$ cat config.mk
export PLATFORM = sky130hd
export DESIGN_NAME = su_serial_unit
export DESIGN_NICKNAME = d
export VERILOG_FILES = /design/src/pkg/su_pkg.sv /design/src/hw/su_rate_div.sv /design/src/hw/su_serial_unit.sv
export SDC_FILE = /design/constraint.sdc
export NUM_CORES = 1
export LEC_CHECK = 0
export ABC_CLOCK_PERIOD_IN_PS = 8410
export BUFFER_PORTS_ARGS = -buffer_cell sky130_fd_sc_hd__clkbuf_2
export CAP_MARGIN = 20
export CORE_UTILIZATION = 50
export CTS_CLUSTER_DIAMETER = 200
export DETAILED_ROUTE_END_ITERATION = 8
export GPL_ROUTABILITY_DRIVEN = 0
export MAX_ROUTING_LAYER = met4
export PLACE_DENSITY_LB_ADDON = 0.12
export SLEW_MARGIN = 5
export SYNTH_ARGS = -nofsm -noshare
export SYNTH_HDL_FRONTEND = slang
export SYNTH_HIERARCHICAL = 1
export SYNTH_SLANG_ARGS = --single-unit
$ cat constraint.sdc
create_clock -name clk_i -period 8.41 [get_ports clk_i]
set_input_delay 1.682 -clock clk_i [delete_from_list [all_inputs] [get_ports clk_i]]
set_output_delay 1.682 -clock clk_i [all_outputs]
set_load 0.005 [all_outputs]
$ cat src/pkg/su_pkg.sv
// Shared constants and types for the serial unit
package su_pkg;
    // Register addresses
    localparam logic [2:0] ADDR_FRAME_MODE = 3'h0;
    localparam logic [2:0] ADDR_SERIAL_CTRL = 3'h1;
    localparam logic [2:0] ADDR_TX_HOLD = 3'h2;
    localparam logic [2:0] ADDR_FLAGS = 3'h3;
    localparam logic [2:0] ADDR_RX_HOLD = 3'h4;
    localparam logic [2:0] ADDR_RATE_DIV = 3'h5;
    localparam logic [2:0] ADDR_IRQ_STATUS = 3'h6;
    localparam logic [2:0] ADDR_IRQ_MASK = 3'h7;
    // Frame mode register fields
    localparam int FM_SYNC = 7;
    localparam int FM_SEVEN = 6;
    localparam int FM_PARITY = 5;
    localparam int FM_ODD = 4;
    localparam int FM_TWO_STOP = 3;
    localparam int FM_MULTIPROC = 2;
    // Serial control register fields
    localparam int SC_TX_IRQ_EN = 7;
    localparam int SC_RX_IRQ_EN = 6;
    localparam int SC_TX_EN = 5;
    localparam int SC_RX_EN = 4;
    localparam int SC_TXC_IRQ_EN = 2;
    localparam int SC_CLK_HI = 1;
    localparam int SC_CLK_LO = 0;
    // Flag register fields
    localparam int FL_TX_EMPTY = 7;
    localparam int FL_RX_FULL = 6;
    localparam int FL_OVERRUN = 5;
    localparam int FL_FRAMING = 4;
    localparam int FL_PARITY = 3;
    localparam int FL_TX_DONE = 2;
    localparam int FL_RX_MPB = 1;
    localparam int FL_TX_MPB = 0;
    // Interrupt status and mask fields
    localparam int IRQ_RX_FULL = 0;
    localparam int IRQ_RX_ERR = 1;
    localparam int IRQ_TX_EMPTY = 2;
    localparam int IRQ_TX_DONE = 3;
    localparam int IRQ_BREAK = 4;
    localparam int IRQ_W = 5;
    // Reset values
    localparam logic [7:0] FRAME_MODE_RST = 8'h00;
    localparam logic [7:0] SERIAL_CTRL_RST = 8'h00;
    localparam logic [7:0] FLAGS_RST = 8'h84;
    localparam logic [7:0] RATE_DIV_RST = 8'h00;
    localparam logic [4:0] IRQ_RST = 5'h00;
    // Bit timing on the sixteen-times clock
    localparam logic [3:0] TICK_LAST = 4'hF;
    localparam logic [3:0] TICK_SAMPLE = 4'h7;
    localparam logic [3:0] SYNC_BITS = 4'h8;
    // Clock source codes
    localparam logic [1:0] CLK_INT_PORT = 2'b00;
    localparam logic [1:0] CLK_INT_OUT = 2'b01;
    localparam logic [1:0] CLK_EXT = 2'b10;
    // Receiver states
    typedef enum logic [1:0] {
        RX_IDLE = 2'b00,
        RX_START = 2'b01,
        RX_BITS = 2'b10
    } su_rx_state_e;
endpackage

$ cat src/hw/su_rate_div.sv
// Programmable divider producing the internal oversampling tick
`timescale 1ns/1ps
`default_nettype none
module su_rate_div #(
    parameter int W = 8
) (
    input wire logic clk_i,
    input wire logic resetn_i,
    input wire logic run_i,
    input wire logic [W-1:0] div_i,
    output logic tick_o
);
    logic [W-1:0] cnt_ff;

    // Count 0..div, one tick per wrap
    always_ff @(posedge clk_i) begin
        if (!resetn_i || !run_i || cnt_ff == div_i) begin
            cnt_ff <= '0;
        end else begin
            cnt_ff <= cnt_ff + 1'b1;
        end
    end

    assign tick_o = run_i && (cnt_ff == div_i);
endmodule
`default_nettype wire

$ cat src/hw/su_serial_unit.sv
// Serial unit: frame format, clock selection, flags and interrupts
//
// Implementation choices: the address map and the strobed register port.
`timescale 1ns/1ps
`default_nettype none
// Overview of operation
// - async data is seven or eight bits
// - framing, parity, overrun, break reported separately
// - internal async clock from divider, optional output
// - sync frame is eight bits, nothing else
// - sync reception flags overrun only
// - sync clock output internal, input external
// - frame mode bits decode the format
// - clock source bits decode; reserved codes stop
// - good frame fills holding, sets full flag
// - holding to shift load sets empty flag
// - last bit with nothing pending sets done
// - start low, data LSB first, stop high
// - start edge sync, sample eighth tick
// - receive error sets flag, full unchanged
// - parity odd or even, first stop checked
module su_serial_unit (
    input wire logic clk_i,
    input wire logic resetn_i,
    input wire logic [2:0] addr_i,
    input wire logic [7:0] wdata_i,
    input wire logic wr_i,
    input wire logic rd_i,
    output logic [7:0] rdata_o,
    output logic tx_line_o,
    input wire logic rx_line_i,
    input wire logic sclk_i,
    output logic sclk_o,
    output logic sclk_oe_o,
    output logic irq_o
);
    logic [7:0] frame_mode_ff, serial_control_ff, tx_holding_ff, rx_holding_ff;
    logic [7:0] flags_ff, rate_div_ff, rdata_ff;
    logic [4:0] irq_st_ff, irq_mask_ff;
    logic sclk_prev_ff, rx_prev_ff, sclk_ff;
    logic [3:0] bit_sub_ff, rx_sub_ff, rx_cnt_ff, tx_left_ff;
    logic [11:0] tx_shift_ff;
    logic tx_busy_ff;
    logic [9:0] rx_vec_ff;
    su_pkg::su_rx_state_e rx_state_ff;

    logic sync_mode, seven, par_on, mp_on, odd_par, two_stop, ext_clk, clk_valid;
    logic [1:0] clk_sel;
    logic div_tick, tick16, sclk_rise, sclk_fall, sclk_run, sclk_drive;
    logic tx_step, tx_go, tx_last, ev_tx_load, ev_tx_done;
    logic [11:0] frm_bits;
    logic [3:0] frm_len, rx_need;
    logic [7:0] tx_data;
    logic [9:0] rx_word;
    logic [7:0] rx_data;
    logic rx_smp, rx_bit, rx_done, rx_xbit, rx_stop, rx_full, par_exp;
    logic ovr_err, fer_err, per_err, brk_det, ev_rx_ok, ev_rx_err;
    logic [4:0] irq_ev;
    int nb;
    int ext_n;

    assign sync_mode = frame_mode_ff[su_pkg::FM_SYNC];
    assign seven = !sync_mode && frame_mode_ff[su_pkg::FM_SEVEN];
    assign mp_on = !sync_mode && frame_mode_ff[su_pkg::FM_MULTIPROC];
    assign par_on = !sync_mode && frame_mode_ff[su_pkg::FM_PARITY] && !mp_on;
    assign odd_par = frame_mode_ff[su_pkg::FM_ODD];
    assign two_stop = !sync_mode && frame_mode_ff[su_pkg::FM_TWO_STOP];
    assign nb = seven ? 7 : 8;
    assign ext_n = (par_on || mp_on) ? 1 : 0;

    // clock source decode, reserved codes give no clock
    assign clk_sel = {serial_control_ff[su_pkg::SC_CLK_HI], serial_control_ff[su_pkg::SC_CLK_LO]};
    assign ext_clk = (clk_sel == su_pkg::CLK_EXT);
    assign clk_valid = sync_mode ? (clk_sel == su_pkg::CLK_INT_PORT || ext_clk)
                                 : (clk_sel != 2'b11);

    // internal timing from the rate divider
    su_rate_div #(
        .W(8)
    ) u_div (
        .clk_i(clk_i),
        .resetn_i(resetn_i),
        .run_i(clk_valid && !ext_clk),
        .div_i(rate_div_ff),
        .tick_o(div_tick)
    );

    // Pin is taken as synchronous, so a single stage suffices for edges
    always_ff @(posedge clk_i) begin
        if (!resetn_i) begin
            sclk_prev_ff <= 1'b1;
            rx_prev_ff <= 1'b1;
        end else begin
            sclk_prev_ff <= sclk_i;
            rx_prev_ff <= rx_line_i;
        end
    end
    assign sclk_rise = sclk_i && !sclk_prev_ff;
    assign sclk_fall = !sclk_i && sclk_prev_ff;

    // external sixteen-times clock bypasses the divider
    assign tick16 = !clk_valid ? 1'b0 : (ext_clk ? (!sync_mode && sclk_rise) : div_tick);

    // Free-running sub-bit counter for transmit timing and clock out
    always_ff @(posedge clk_i) begin
        if (!resetn_i) begin
            bit_sub_ff <= 4'h0;
        end else if (tick16) begin
            bit_sub_ff <= bit_sub_ff + 4'h1;
        end
    end

    // sync clock is generated internally or taken from the pin
    assign sclk_run = tx_busy_ff || serial_control_ff[su_pkg::SC_RX_EN];
    assign sclk_drive = clk_valid && (sync_mode ? !ext_clk : (clk_sel == su_pkg::CLK_INT_OUT));
    assign sclk_oe_o = sclk_drive;

    // output clock rises at bit centre; idles high when stopped
    always_ff @(posedge clk_i) begin
        if (!resetn_i) begin
            sclk_ff <= 1'b1;
        end else begin
            sclk_ff <= (sclk_drive && (!sync_mode || sclk_run)) ? bit_sub_ff[3] : 1'b1;
        end
    end
    assign sclk_o = sclk_ff;

    always_comb begin
        if (!sync_mode) begin
            tx_step = tick16 && (bit_sub_ff == su_pkg::TICK_LAST);
        end else if (ext_clk) begin
            tx_step = clk_valid && sclk_fall;
        end else begin
            tx_step = tick16 && sclk_run && (bit_sub_ff == su_pkg::TICK_LAST);
        end
    end

    // build the outgoing frame, LSB first after a low start
    always_comb begin
        tx_data = seven ? {1'b0, tx_holding_ff[6:0]} : tx_holding_ff;
        frm_bits = 12'hFFF;
        frm_len = su_pkg::SYNC_BITS;
        if (sync_mode) begin
            // sync frame carries only eight data bits
            frm_bits[7:0] = tx_holding_ff;
        end else begin
            frm_bits[0] = 1'b0;
            for (int i = 0; i < 8; i++) begin
                if (i < nb) begin
                    frm_bits[i+1] = tx_data[i];
                end
            end
            if (mp_on) begin
                frm_bits[nb+1] = flags_ff[su_pkg::FL_TX_MPB];
            end else if (par_on) begin
                frm_bits[nb+1] = odd_par ^ (^tx_data);
            end
            frm_len = 4'(2 + nb + ext_n + (two_stop ? 1 : 0));
        end
    end

    assign tx_go = serial_control_ff[su_pkg::SC_TX_EN] && !flags_ff[su_pkg::FL_TX_EMPTY];
    assign tx_last = tx_busy_ff && (tx_left_ff == 4'h1);
    // load from holding when the shift register frees up
    assign ev_tx_load = tx_step && (!tx_busy_ff || tx_last) && tx_go;
    // last bit gone with nothing pending
    assign ev_tx_done = tx_step && tx_last && !tx_go;

    // Transmit shifter; shifting in ones keeps the line at mark when idle
    always_ff @(posedge clk_i) begin
        if (!resetn_i) begin
            tx_shift_ff <= 12'hFFF;
            tx_left_ff <= 4'h0;
            tx_busy_ff <= 1'b0;
        end else if (ev_tx_load) begin
            tx_shift_ff <= frm_bits;
            tx_left_ff <= frm_len;
            tx_busy_ff <= 1'b1;
        end else if (tx_step && tx_busy_ff) begin
            tx_shift_ff <= {1'b1, tx_shift_ff[11:1]};
            tx_left_ff <= tx_left_ff - 4'h1;
            tx_busy_ff <= !tx_last;
        end
    end
    assign tx_line_o = tx_shift_ff[0];

    // eighth tick after the start edge lands mid-bit
    assign rx_smp = tick16 && (rx_sub_ff == su_pkg::TICK_SAMPLE);
    assign rx_bit = sync_mode ? (serial_control_ff[su_pkg::SC_RX_EN] &&
                    (ext_clk ? (clk_valid && sclk_rise)
                             : (tick16 && bit_sub_ff == su_pkg::TICK_SAMPLE)))
                  : (rx_state_ff == su_pkg::RX_BITS && rx_smp);
    // only the first stop bit is collected and checked
    assign rx_need = sync_mode ? su_pkg::SYNC_BITS : 4'(nb + ext_n + 1);
    assign rx_done = rx_bit && (rx_cnt_ff == rx_need - 4'h1);

    // Receive state machine
    always_ff @(posedge clk_i) begin
        if (!resetn_i || !serial_control_ff[su_pkg::SC_RX_EN]) begin
            rx_state_ff <= su_pkg::RX_IDLE;
            rx_sub_ff <= 4'h0;
            rx_cnt_ff <= 4'h0;
            rx_vec_ff <= 10'h000;
        end else begin
            if (tick16) begin
                rx_sub_ff <= rx_sub_ff + 4'h1;
            end
            if (rx_bit) begin
                rx_vec_ff <= rx_word;
                rx_cnt_ff <= rx_done ? 4'h0 : rx_cnt_ff + 4'h1;
            end
            unique case (rx_state_ff)
                su_pkg::RX_IDLE: begin
                    if (!sync_mode && clk_valid && rx_prev_ff && !rx_line_i) begin
                        rx_state_ff <= su_pkg::RX_START;
                        rx_sub_ff <= 4'h0;
                    end
                end
                su_pkg::RX_START: begin
                    if (rx_smp) begin
                        rx_state_ff <= rx_line_i ? su_pkg::RX_IDLE : su_pkg::RX_BITS;
                    end
                end
                su_pkg::RX_BITS: begin
                    if (rx_done) begin
                        rx_state_ff <= su_pkg::RX_IDLE;
                    end
                end
                default: begin
                    rx_state_ff <= su_pkg::RX_IDLE;
                end
            endcase
        end
    end

    // Current frame including the bit being sampled now
    always_comb begin
        rx_word = rx_vec_ff;
        rx_word[rx_cnt_ff] = rx_line_i;
    end

    assign rx_data = seven ? {1'b0, rx_word[6:0]} : rx_word[7:0];
    assign rx_xbit = rx_word[nb];
    assign rx_stop = rx_word[nb+ext_n];
    assign rx_full = flags_ff[su_pkg::FL_RX_FULL];
    assign par_exp = odd_par ^ (^rx_data);

    assign ovr_err = rx_full;
    assign fer_err = !sync_mode && !rx_stop;
    assign per_err = par_on && (rx_xbit != par_exp);
    // framing error with every bit low is a break
    assign brk_det = fer_err && (rx_data == 8'h00) && !(ext_n == 1 && rx_xbit);
    assign ev_rx_err = rx_done && (ovr_err || fer_err || per_err);
    assign ev_rx_ok = rx_done && !ev_rx_err;

    // good frame moves to the holding register
    always_ff @(posedge clk_i) begin
        if (!resetn_i) begin
            rx_holding_ff <= 8'h00;
        end else if (ev_rx_ok) begin
            rx_holding_ff <= rx_data;
        end
    end

    // Flags: a write of zero clears all but FL_RX_MPB, a hardware event in the same cycle wins
    always_ff @(posedge clk_i) begin
        if (!resetn_i) begin
            flags_ff <= su_pkg::FLAGS_RST;
        end else begin
            logic [7:0] nxt_flags;
            nxt_flags = flags_ff;
            if (wr_i && addr_i == su_pkg::ADDR_FLAGS) begin
                nxt_flags[7:2] = flags_ff[7:2] & wdata_i[7:2];
                nxt_flags[su_pkg::FL_TX_MPB] = wdata_i[su_pkg::FL_TX_MPB];
            end
            // load sets empty and restarts completion
            if (ev_tx_load) begin
                nxt_flags[su_pkg::FL_TX_EMPTY] = 1'b1;
                nxt_flags[su_pkg::FL_TX_DONE] = 1'b0;
            end
            if (ev_tx_done) begin
                nxt_flags[su_pkg::FL_TX_DONE] = 1'b1;
            end
            if (ev_rx_ok) begin
                nxt_flags[su_pkg::FL_RX_FULL] = 1'b1;
                nxt_flags[su_pkg::FL_RX_MPB] = mp_on && rx_xbit;
            end
            // error flags set, full left alone
            if (rx_done) begin
                nxt_flags[su_pkg::FL_OVERRUN] = nxt_flags[su_pkg::FL_OVERRUN] | ovr_err;
                nxt_flags[su_pkg::FL_FRAMING] = nxt_flags[su_pkg::FL_FRAMING] | fer_err;
                nxt_flags[su_pkg::FL_PARITY] = nxt_flags[su_pkg::FL_PARITY] | per_err;
            end
            flags_ff <= nxt_flags;
        end
    end

    // Interrupt requests need their enables before reaching the status
    assign irq_ev[su_pkg::IRQ_RX_FULL] = ev_rx_ok && serial_control_ff[su_pkg::SC_RX_IRQ_EN];
    assign irq_ev[su_pkg::IRQ_RX_ERR] = ev_rx_err && serial_control_ff[su_pkg::SC_RX_IRQ_EN];
    assign irq_ev[su_pkg::IRQ_TX_EMPTY] = ev_tx_load && serial_control_ff[su_pkg::SC_TX_IRQ_EN];
    assign irq_ev[su_pkg::IRQ_TX_DONE] = ev_tx_done && serial_control_ff[su_pkg::SC_TXC_IRQ_EN];
    assign irq_ev[su_pkg::IRQ_BREAK] = rx_done && brk_det &&
                                       serial_control_ff[su_pkg::SC_RX_IRQ_EN];

    // Sticky status, write one to clear; a new event beats the clear
    always_ff @(posedge clk_i) begin
        if (!resetn_i) begin
            irq_st_ff <= su_pkg::IRQ_RST;
        end else if (wr_i && addr_i == su_pkg::ADDR_IRQ_STATUS) begin
            irq_st_ff <= (irq_st_ff & ~wdata_i[4:0]) | irq_ev;
        end else begin
            irq_st_ff <= irq_st_ff | irq_ev;
        end
    end
    assign irq_o = |(irq_st_ff & irq_mask_ff);

    // Software-written configuration registers
    always_ff @(posedge clk_i) begin
        if (!resetn_i) begin
            frame_mode_ff <= su_pkg::FRAME_MODE_RST;
            serial_control_ff <= su_pkg::SERIAL_CTRL_RST;
            tx_holding_ff <= 8'h00;
            rate_div_ff <= su_pkg::RATE_DIV_RST;
            irq_mask_ff <= su_pkg::IRQ_RST;
        end else if (wr_i) begin
            unique case (addr_i)
                su_pkg::ADDR_FRAME_MODE: frame_mode_ff <= wdata_i;
                su_pkg::ADDR_SERIAL_CTRL: serial_control_ff <= wdata_i;
                su_pkg::ADDR_TX_HOLD: tx_holding_ff <= wdata_i;
                su_pkg::ADDR_RATE_DIV: rate_div_ff <= wdata_i;
                su_pkg::ADDR_IRQ_MASK: irq_mask_ff <= wdata_i[4:0];
                default: begin
                end
            endcase
        end
    end

    // Read data stands only in the cycle after the strobe
    always_ff @(posedge clk_i) begin
        if (!resetn_i || !rd_i) begin
            rdata_ff <= 8'h00;
        end else begin
            unique case (addr_i)
                su_pkg::ADDR_FRAME_MODE: rdata_ff <= frame_mode_ff;
                su_pkg::ADDR_SERIAL_CTRL: rdata_ff <= serial_control_ff;
                su_pkg::ADDR_TX_HOLD: rdata_ff <= tx_holding_ff;
                su_pkg::ADDR_FLAGS: rdata_ff <= flags_ff;
                su_pkg::ADDR_RX_HOLD: rdata_ff <= rx_holding_ff;
                su_pkg::ADDR_RATE_DIV: rdata_ff <= rate_div_ff;
                su_pkg::ADDR_IRQ_STATUS: rdata_ff <= {3'h0, irq_st_ff};
                su_pkg::ADDR_IRQ_MASK: rdata_ff <= {3'h0, irq_mask_ff};
            endcase
        end
    end
    assign rdata_o = rdata_ff;
endmodule
`default_nettype wire

; ---- Word-level counts from Yosys, hierarchy flattened
; Index checks and enable logic that the tools add are counted.
; Widths: inputs -> output; s select.
[word_totals]
register_bits = 118
inputBits = 17
[op_classes]
n_addsub = 12
n_lt_le_gt_ge = 14
n_eq_ne = 26
muxes = 70
bitwise = 12
reduce_logical = 95
[op_table]
columns = op, count
row1 = $pmux 8 s8, 1
row2 = $logic_and 1x1->1, 50
row3 = $mux 12, 4
row4 = $mux 4, 10
row5 = $mux 1, 36
row6 = $bwmux 12, 2
row7 = $mux 8, 3
row8 = $logic_not 1->1, 17
row9 = $lt 3x4->1 const A, 4
row10 = $reduce_xor 8->1, 2
row11 = $add 4x1->4 const B, 3
row12 = $eq 3x3->1 const B, 4
row13 = $mux 6, 2
row14 = $reduce_and 2->1, 6
row15 = $logic_or 1x1->1, 11
row16 = $and 5x5->5, 2
row17 = $bwmux 10, 1
row18 = $lt 4x5->1 const B, 2
row19 = $lt 5x5->1 const B, 2
row20 = $or 5x5->5, 2
row21 = $add 4x1->4, 2
row22 = $add 8x1->8 const B, 1
row23 = $bmux 1 s4, 2
row24 = $demux 1 s4, 2
row25 = 39 further kinds, 58

; ---- Depth between registers and ports, before layout
[depth]
depth_word = 20
ltp_mapped = 13
depth_no_buf = 11

; ---- By module
; Netlist, hierarchy kept.
[by_module_without_submodules]
columns = module, instances, cells_per_inst, area_per_inst_um2, seq_area_each_um2
row1 = su_serial_unit, 1, 684, 5838.1, 2162.1
row2 = su_rate_div, 1, 46, 470.5, 160.2

; ---- Worst setup path after synthesis
; No wires, ideal clock.
[synth_path]
kind = in2reg
start = input port rx_line_i
end = register flags_ff[1]
setup_time_ps = 72
arrival_ps = 3835
required_ps = 8338
setup_slack_ps = 4504
stages = 11
path_cell_list = clkbuf_1 clkbuf_1 mux2i_1 ha_1 xnor2_1 xnor2_1 xnor2_1 xnor2_1 o2111ai_1 buf_2 mux2i_1
[synth_between]
elab_chain_cells = 11
word_cells_on_any_way = 20
classes_between = 1 x eq/ne / 8 x mux / 1 x bitwise / 10 x reduce/logical
[synth_lines]
columns = element, line
row1 = from (decl), su_serial_unit.sv:31  ; input wire logic rx_line_i,
row2 = $bwmux 10 *, su_serial_unit.sv:239  ; rx_word[rx_cnt_ff] = rx_line_i;
row3 = $bmux 1 s4, su_serial_unit.sv:244  ; assign rx_stop = rx_word[nb+ext_n];
row4 = $mux 1 (not written as such) (2 in a row), su_serial_unit.sv:244
row5 = $logic_not 1->1, su_serial_unit.sv:249  ; assign fer_err = !sync_mode && !rx_stop;
row6 = $logic_and 1x1->1, su_serial_unit.sv:249
row7 = $logic_or 1x1->1 (2 in a row), su_serial_unit.sv:253  ; assign ev_rx_err = rx_done && (ovr_err || fer_err || per_err);
row8 = $logic_and 1x1->1, su_serial_unit.sv:253
row9 = $logic_not 1->1, su_serial_unit.sv:254  ; assign ev_rx_ok = rx_done && !ev_rx_err;
row10 = $logic_and 1x1->1, su_serial_unit.sv:254
row11 = to (signal assigned), su_serial_unit.sv:268  ; flags_ff <= su_pkg::FLAGS_RST;
row12 = to (signal assigned), su_serial_unit.sv:294  ; flags_ff <= nxt_flags;
row13 = to (decl), su_serial_unit.sv:38  ; logic [7:0] flags_ff, rate_div_ff, rdata_ff;
; Every way passes the cells marked *; elsewhere a longest branch is shown, timed or not. The select of a mux whose other input is x is not followed.
; A chain may end at the register's enable or synchronous reset.

; ---- Worst setup path after layout
[layout_path]
start = register u_div.cnt_ff[2]
end = register flags_ff[2]
[layout_between]
elab_chain_cells = 11
word_cells_on_any_way = 16
classes_between = 2 x eq/ne / 5 x mux / 9 x reduce/logical
[layout_lines]
columns = element, line
row1 = from (decl), su_rate_div.sv:13  ; logic [W-1:0] cnt_ff;
row2 = from (signal assigned), su_rate_div.sv:20  ; cnt_ff <= cnt_ff + 1'b1;
row3 = $eq 8x8->1 *, su_rate_div.sv:24  ; assign tick_o = run_i && (cnt_ff == div_i);
row4 = $logic_and 1x1->1 *, su_rate_div.sv:24
row5 = net div_tick, su_serial_unit.sv:49  ; logic div_tick, tick16, sclk_rise, sclk_fall, sclk_run, sclk_drive;
row6 = $mux 1 * (2 in a row), su_serial_unit.sv:102  ; assign tick16 = !clk_valid ? 1'b0 : (ext_clk ? (!sync_mode && sclk_rise) : div_tick);
row7 = $logic_and 1x1->1 (2 in a row), su_serial_unit.sv:134  ; tx_step = tick16 && sclk_run && (bit_sub_ff == su_pkg::TICK_LAST);
row8 = $mux 1, su_serial_unit.sv:131  ; end else if (ext_clk) begin
row9 = $mux 1 *, su_serial_unit.sv:129  ; if (!sync_mode) begin
row10 = "$logic_and 1x1->1, on equally long branches (2 in a row)", "su_serial_unit.sv:165, su_serial_unit.sv:167"
row11 = "$ne 3x1->1 (no line), or another cell as far along", -
; The timed path passes the listed nets; every way through them passes the cells marked *.

==> impl_metrics.toml <==
[critical_path]
crit_type = "reg -> reg"
max_stage_delay_ps = 1040
cp_cell_sequence = "xor2_2 -> nor4_4 -> and3_1 -> or3b_1 -> o211ai_2 -> nand4_2 -> a221oi_2 -> nor2_1 -> a311o_1"
start_kind = "register"
cp_max_fo = 13
path_buf_inv = 0
crit_path_end_kind = "register"
arrival_ps = 4390
slowest_stage = "a221oi_2"
path_delay_family = "simple AND/OR/NAND/NOR gates"
worst_ep_required_time_ps = 8710

[logic_synthesis]
synth_seq_cells = 116
synth_edf_count = 0
ys_seq_area_share_pct = 36.8
syn_nets = 766
syn-cell-area_um2 = 6310
async_flop_share_pct = 0
yosysUniqueCellTypes = 74
ys_dominant_reg_cell = "dfxtp_1"
yosys_warnings = 6
syn_inst = 730
syn_area_per_cell_um2 = 8.64

[finish]
final_common_cell = "dfxtp_1"
final_nets = 774
finish.instance_area_um2 = 7090
stdcell_count = 919
drive_above_1_share_pct = 11.5
biggestRegsByFlops = "rx_vec_ff (10), tx_shift_ff (10)"
area_growth_pct = 12.4
n_antenna_cell = 0
final_cell_mix = "dfxtp_1 (116), nand2_1 (105), nor2_1 (61), a21oi_1 (60), mux2i_1 (55)"

[timing]
slew_violations = 0
fin_worst_skew_ps = 9.26
max_freq_mhz = 245
setup_viol = 0
timing.final.crit_share_pct = 48.6
slew_headroom_pct = 20.9
layout_min_cycle_time_ps = 4090
tns_ps = 0
hold_viol_final = 0
rsz0062_at_grt = "false"
worst_slew_pin_slew_ps = 1190
fin_hold_ws_ps = 455

[power_and_ir_drop]
p_seq_share_pct = 41.1
p_total_mw = 1.39
cellPowerDensity_nw_per_um2 = 196
switching_share_pct = 23.8
power_switching_mw = 0.331
p_int_mw = 1.06
combPwrFrac_pct = 7.6
p_leak_nw = 2.70
peakVddDrop_v = 0.000127
p_clk_share_pct = 51.3

[cts]
clockBufferDepth = 2
clkTransAtPathRegs_ps = 50
cts_setup_buffers = 0
cts_root_buffer = "clkbuf_16"
cts_inserted_buffers = 17
htree_levels = 4
cts_tree = "built"
clk_latency_ps = 420
clock-sinks = 116
cts_hold_buf = 0
cts_resized = 0

[routing]
wl_mm = 16.6
wl_per_cell_um = 18.0
drt_iter0_drc = 479
drc = 0
vias = 5407
ant_nets = 0
routed_via_density = 5.88
drtPass1Iterations = 5

[floorplan]
dieArea_um2 = 13100
core_um2 = 12200
die_width_um = 114
start_util_pct = 51.9
die_h_um = 114
placementRows = 40
top_level_ports = 29

[grt]
grt_pass1_wl_mm = 26.5
grt_start_max_net_pins = 64
first_global_vias = 5067
grtUsageTotal_pct = 27.5
grt_antenna_before_repair = 0
grt_overflow = 0

[outcome]
status = "completed"

[run]
maxCapViolCount = 0

[min_path]
min_path_type = "reg -> reg"

[placed_design]
post_dp_cell_area_um2 = 6470
portBuffers = 28
place_inst = 885
dp_hpwl_mm = 11.6
routing by layer:
layer,vias up,GRT usage [%],routed length (um),share of wire [%]
li1,2610,-,-,-
met1,2625,34.2,7610,46
met2,148,43.6,7770,47
met3,24,5.88,789,4.8
met4,0,10.8,395,2.4
met5,-,-,0,0
worst min-delay path, cell delays in order (launching register included):
cell and delay, ps:
dfxtp_1 300, nand2_1 50, a21oi_1 50
power groups by stage:
| stage | Clock, mW | Combinational, mW | Sequential [mW] |
|---|---|---|---|
| 2_1_floorplan | 0 | 0.0773 | 0.580 |
| 3_3_place_gp | 0 | 0.101 | 0.583 |
| 3_5_place_dp | 0 | 0.103 | 0.584 |
| 4_1_cts | 0.722 | 0.104 | 0.573 |
| 5_1_grt | 0.754 | 0.115 | 0.574 |
| 6_report | 0.714 | 0.105 | 0.573 |
per-stage QoR:
stage	util, %	setup WS [ps]
3_3_place_gp	53.2	3840
3_5_place_dp	53.2	3690
4_1_cts	58.1	4120
2_1_floorplan	-	4500
5_1_grt	58.3	4060
6_report	58.3	4320
synth_stat cells, drive strengths merged, types with 3 or more instances:
master | count | area, um^2
a211oi | 25 | 188
a21oi | 60 | 300
a221oi | 7 | 67.6
a31oi | 3 | 18.8
and2 | 3 | 18.8
and3 | 3 | 18.8
buf | 15 | 95.1
clkbuf | 27 | 101
dfxtp | 116 | 2320
ha | 18 | 225
inv | 20 | 75.1
mux2 | 7 | 78.8
mux2i | 55 | 551
mux4 | 3 | 67.6
nand2 | 105 | 394
nand2b | 14 | 87.6
nand3 | 20 | 100
nand3b | 5 | 37.5
nand4 | 9 | 62.6
nand4b | 3 | 26.3
nor2 | 61 | 229
nor2b | 6 | 37.5
nor3 | 11 | 55.1
nor3b | 5 | 37.5
nor4b | 3 | 26.3
nor4bb | 3 | 30.0
o211ai | 4 | 48.8
o21ai | 27 | 143
o31ai | 3 | 22.5
or2 | 3 | 18.8
or3 | 6 | 37.5
or3b | 4 | 35.0
xnor2 | 18 | 158
xor2 | 18 | 165
cells by family (layout without fill, tap and decap cells):
| logic type | after synthesis | count (layout) | synth area share [%] |
|---|---|---|---|
| simple gates | 277 | 277 | 22.1 |
| compound gates | 153 | 153 | 16.0 |
| flops | 116 | 116 | 36.8 |
| mux | 65 | 65 | 11.0 |
| buf+inv | 62 | 83 | 4.30 |
| xor+xnor | 38 | 38 | 5.83 |
| fa+ha+maj | 19 | 19 | 3.89 |
worst paths after layout:
| kind | startpoint | end | slack [ps] | depth (start not counted) |
|---|---|---|---|---|
| worst max-delay path | u_div/cnt_ff[2]$_SDFF_PP0_ | flags_ff[2]$_SDFFE_PP1P_ | 4320 | 9 |
| worst min-delay path | frame_mode_ff[1]$_SDFFE_PN0P_ | frame_mode_ff[1]$_SDFFE_PN0P_ | 450 | 2 |
| worst max register to register | u_div/cnt_ff[2]$_SDFF_PP0_ | flags_ff[2]$_SDFFE_PP1P_ | 4320 | 9 |
| worst min register to register | frame_mode_ff[1]$_SDFFE_PN0P_ | frame_mode_ff[1]$_SDFFE_PN0P_ | 450 | 2 |
cell type report:
cell class	instances	area, um^2
multi-input combinational	552	3710
clock inverter	6	66.3
sequential	116	2320
inverter	20	75.1
clock buffer	26	529
fill	1115	5070
timing repair buffer	31	175
tap	168	210
(Power assumes the default switching activity.)
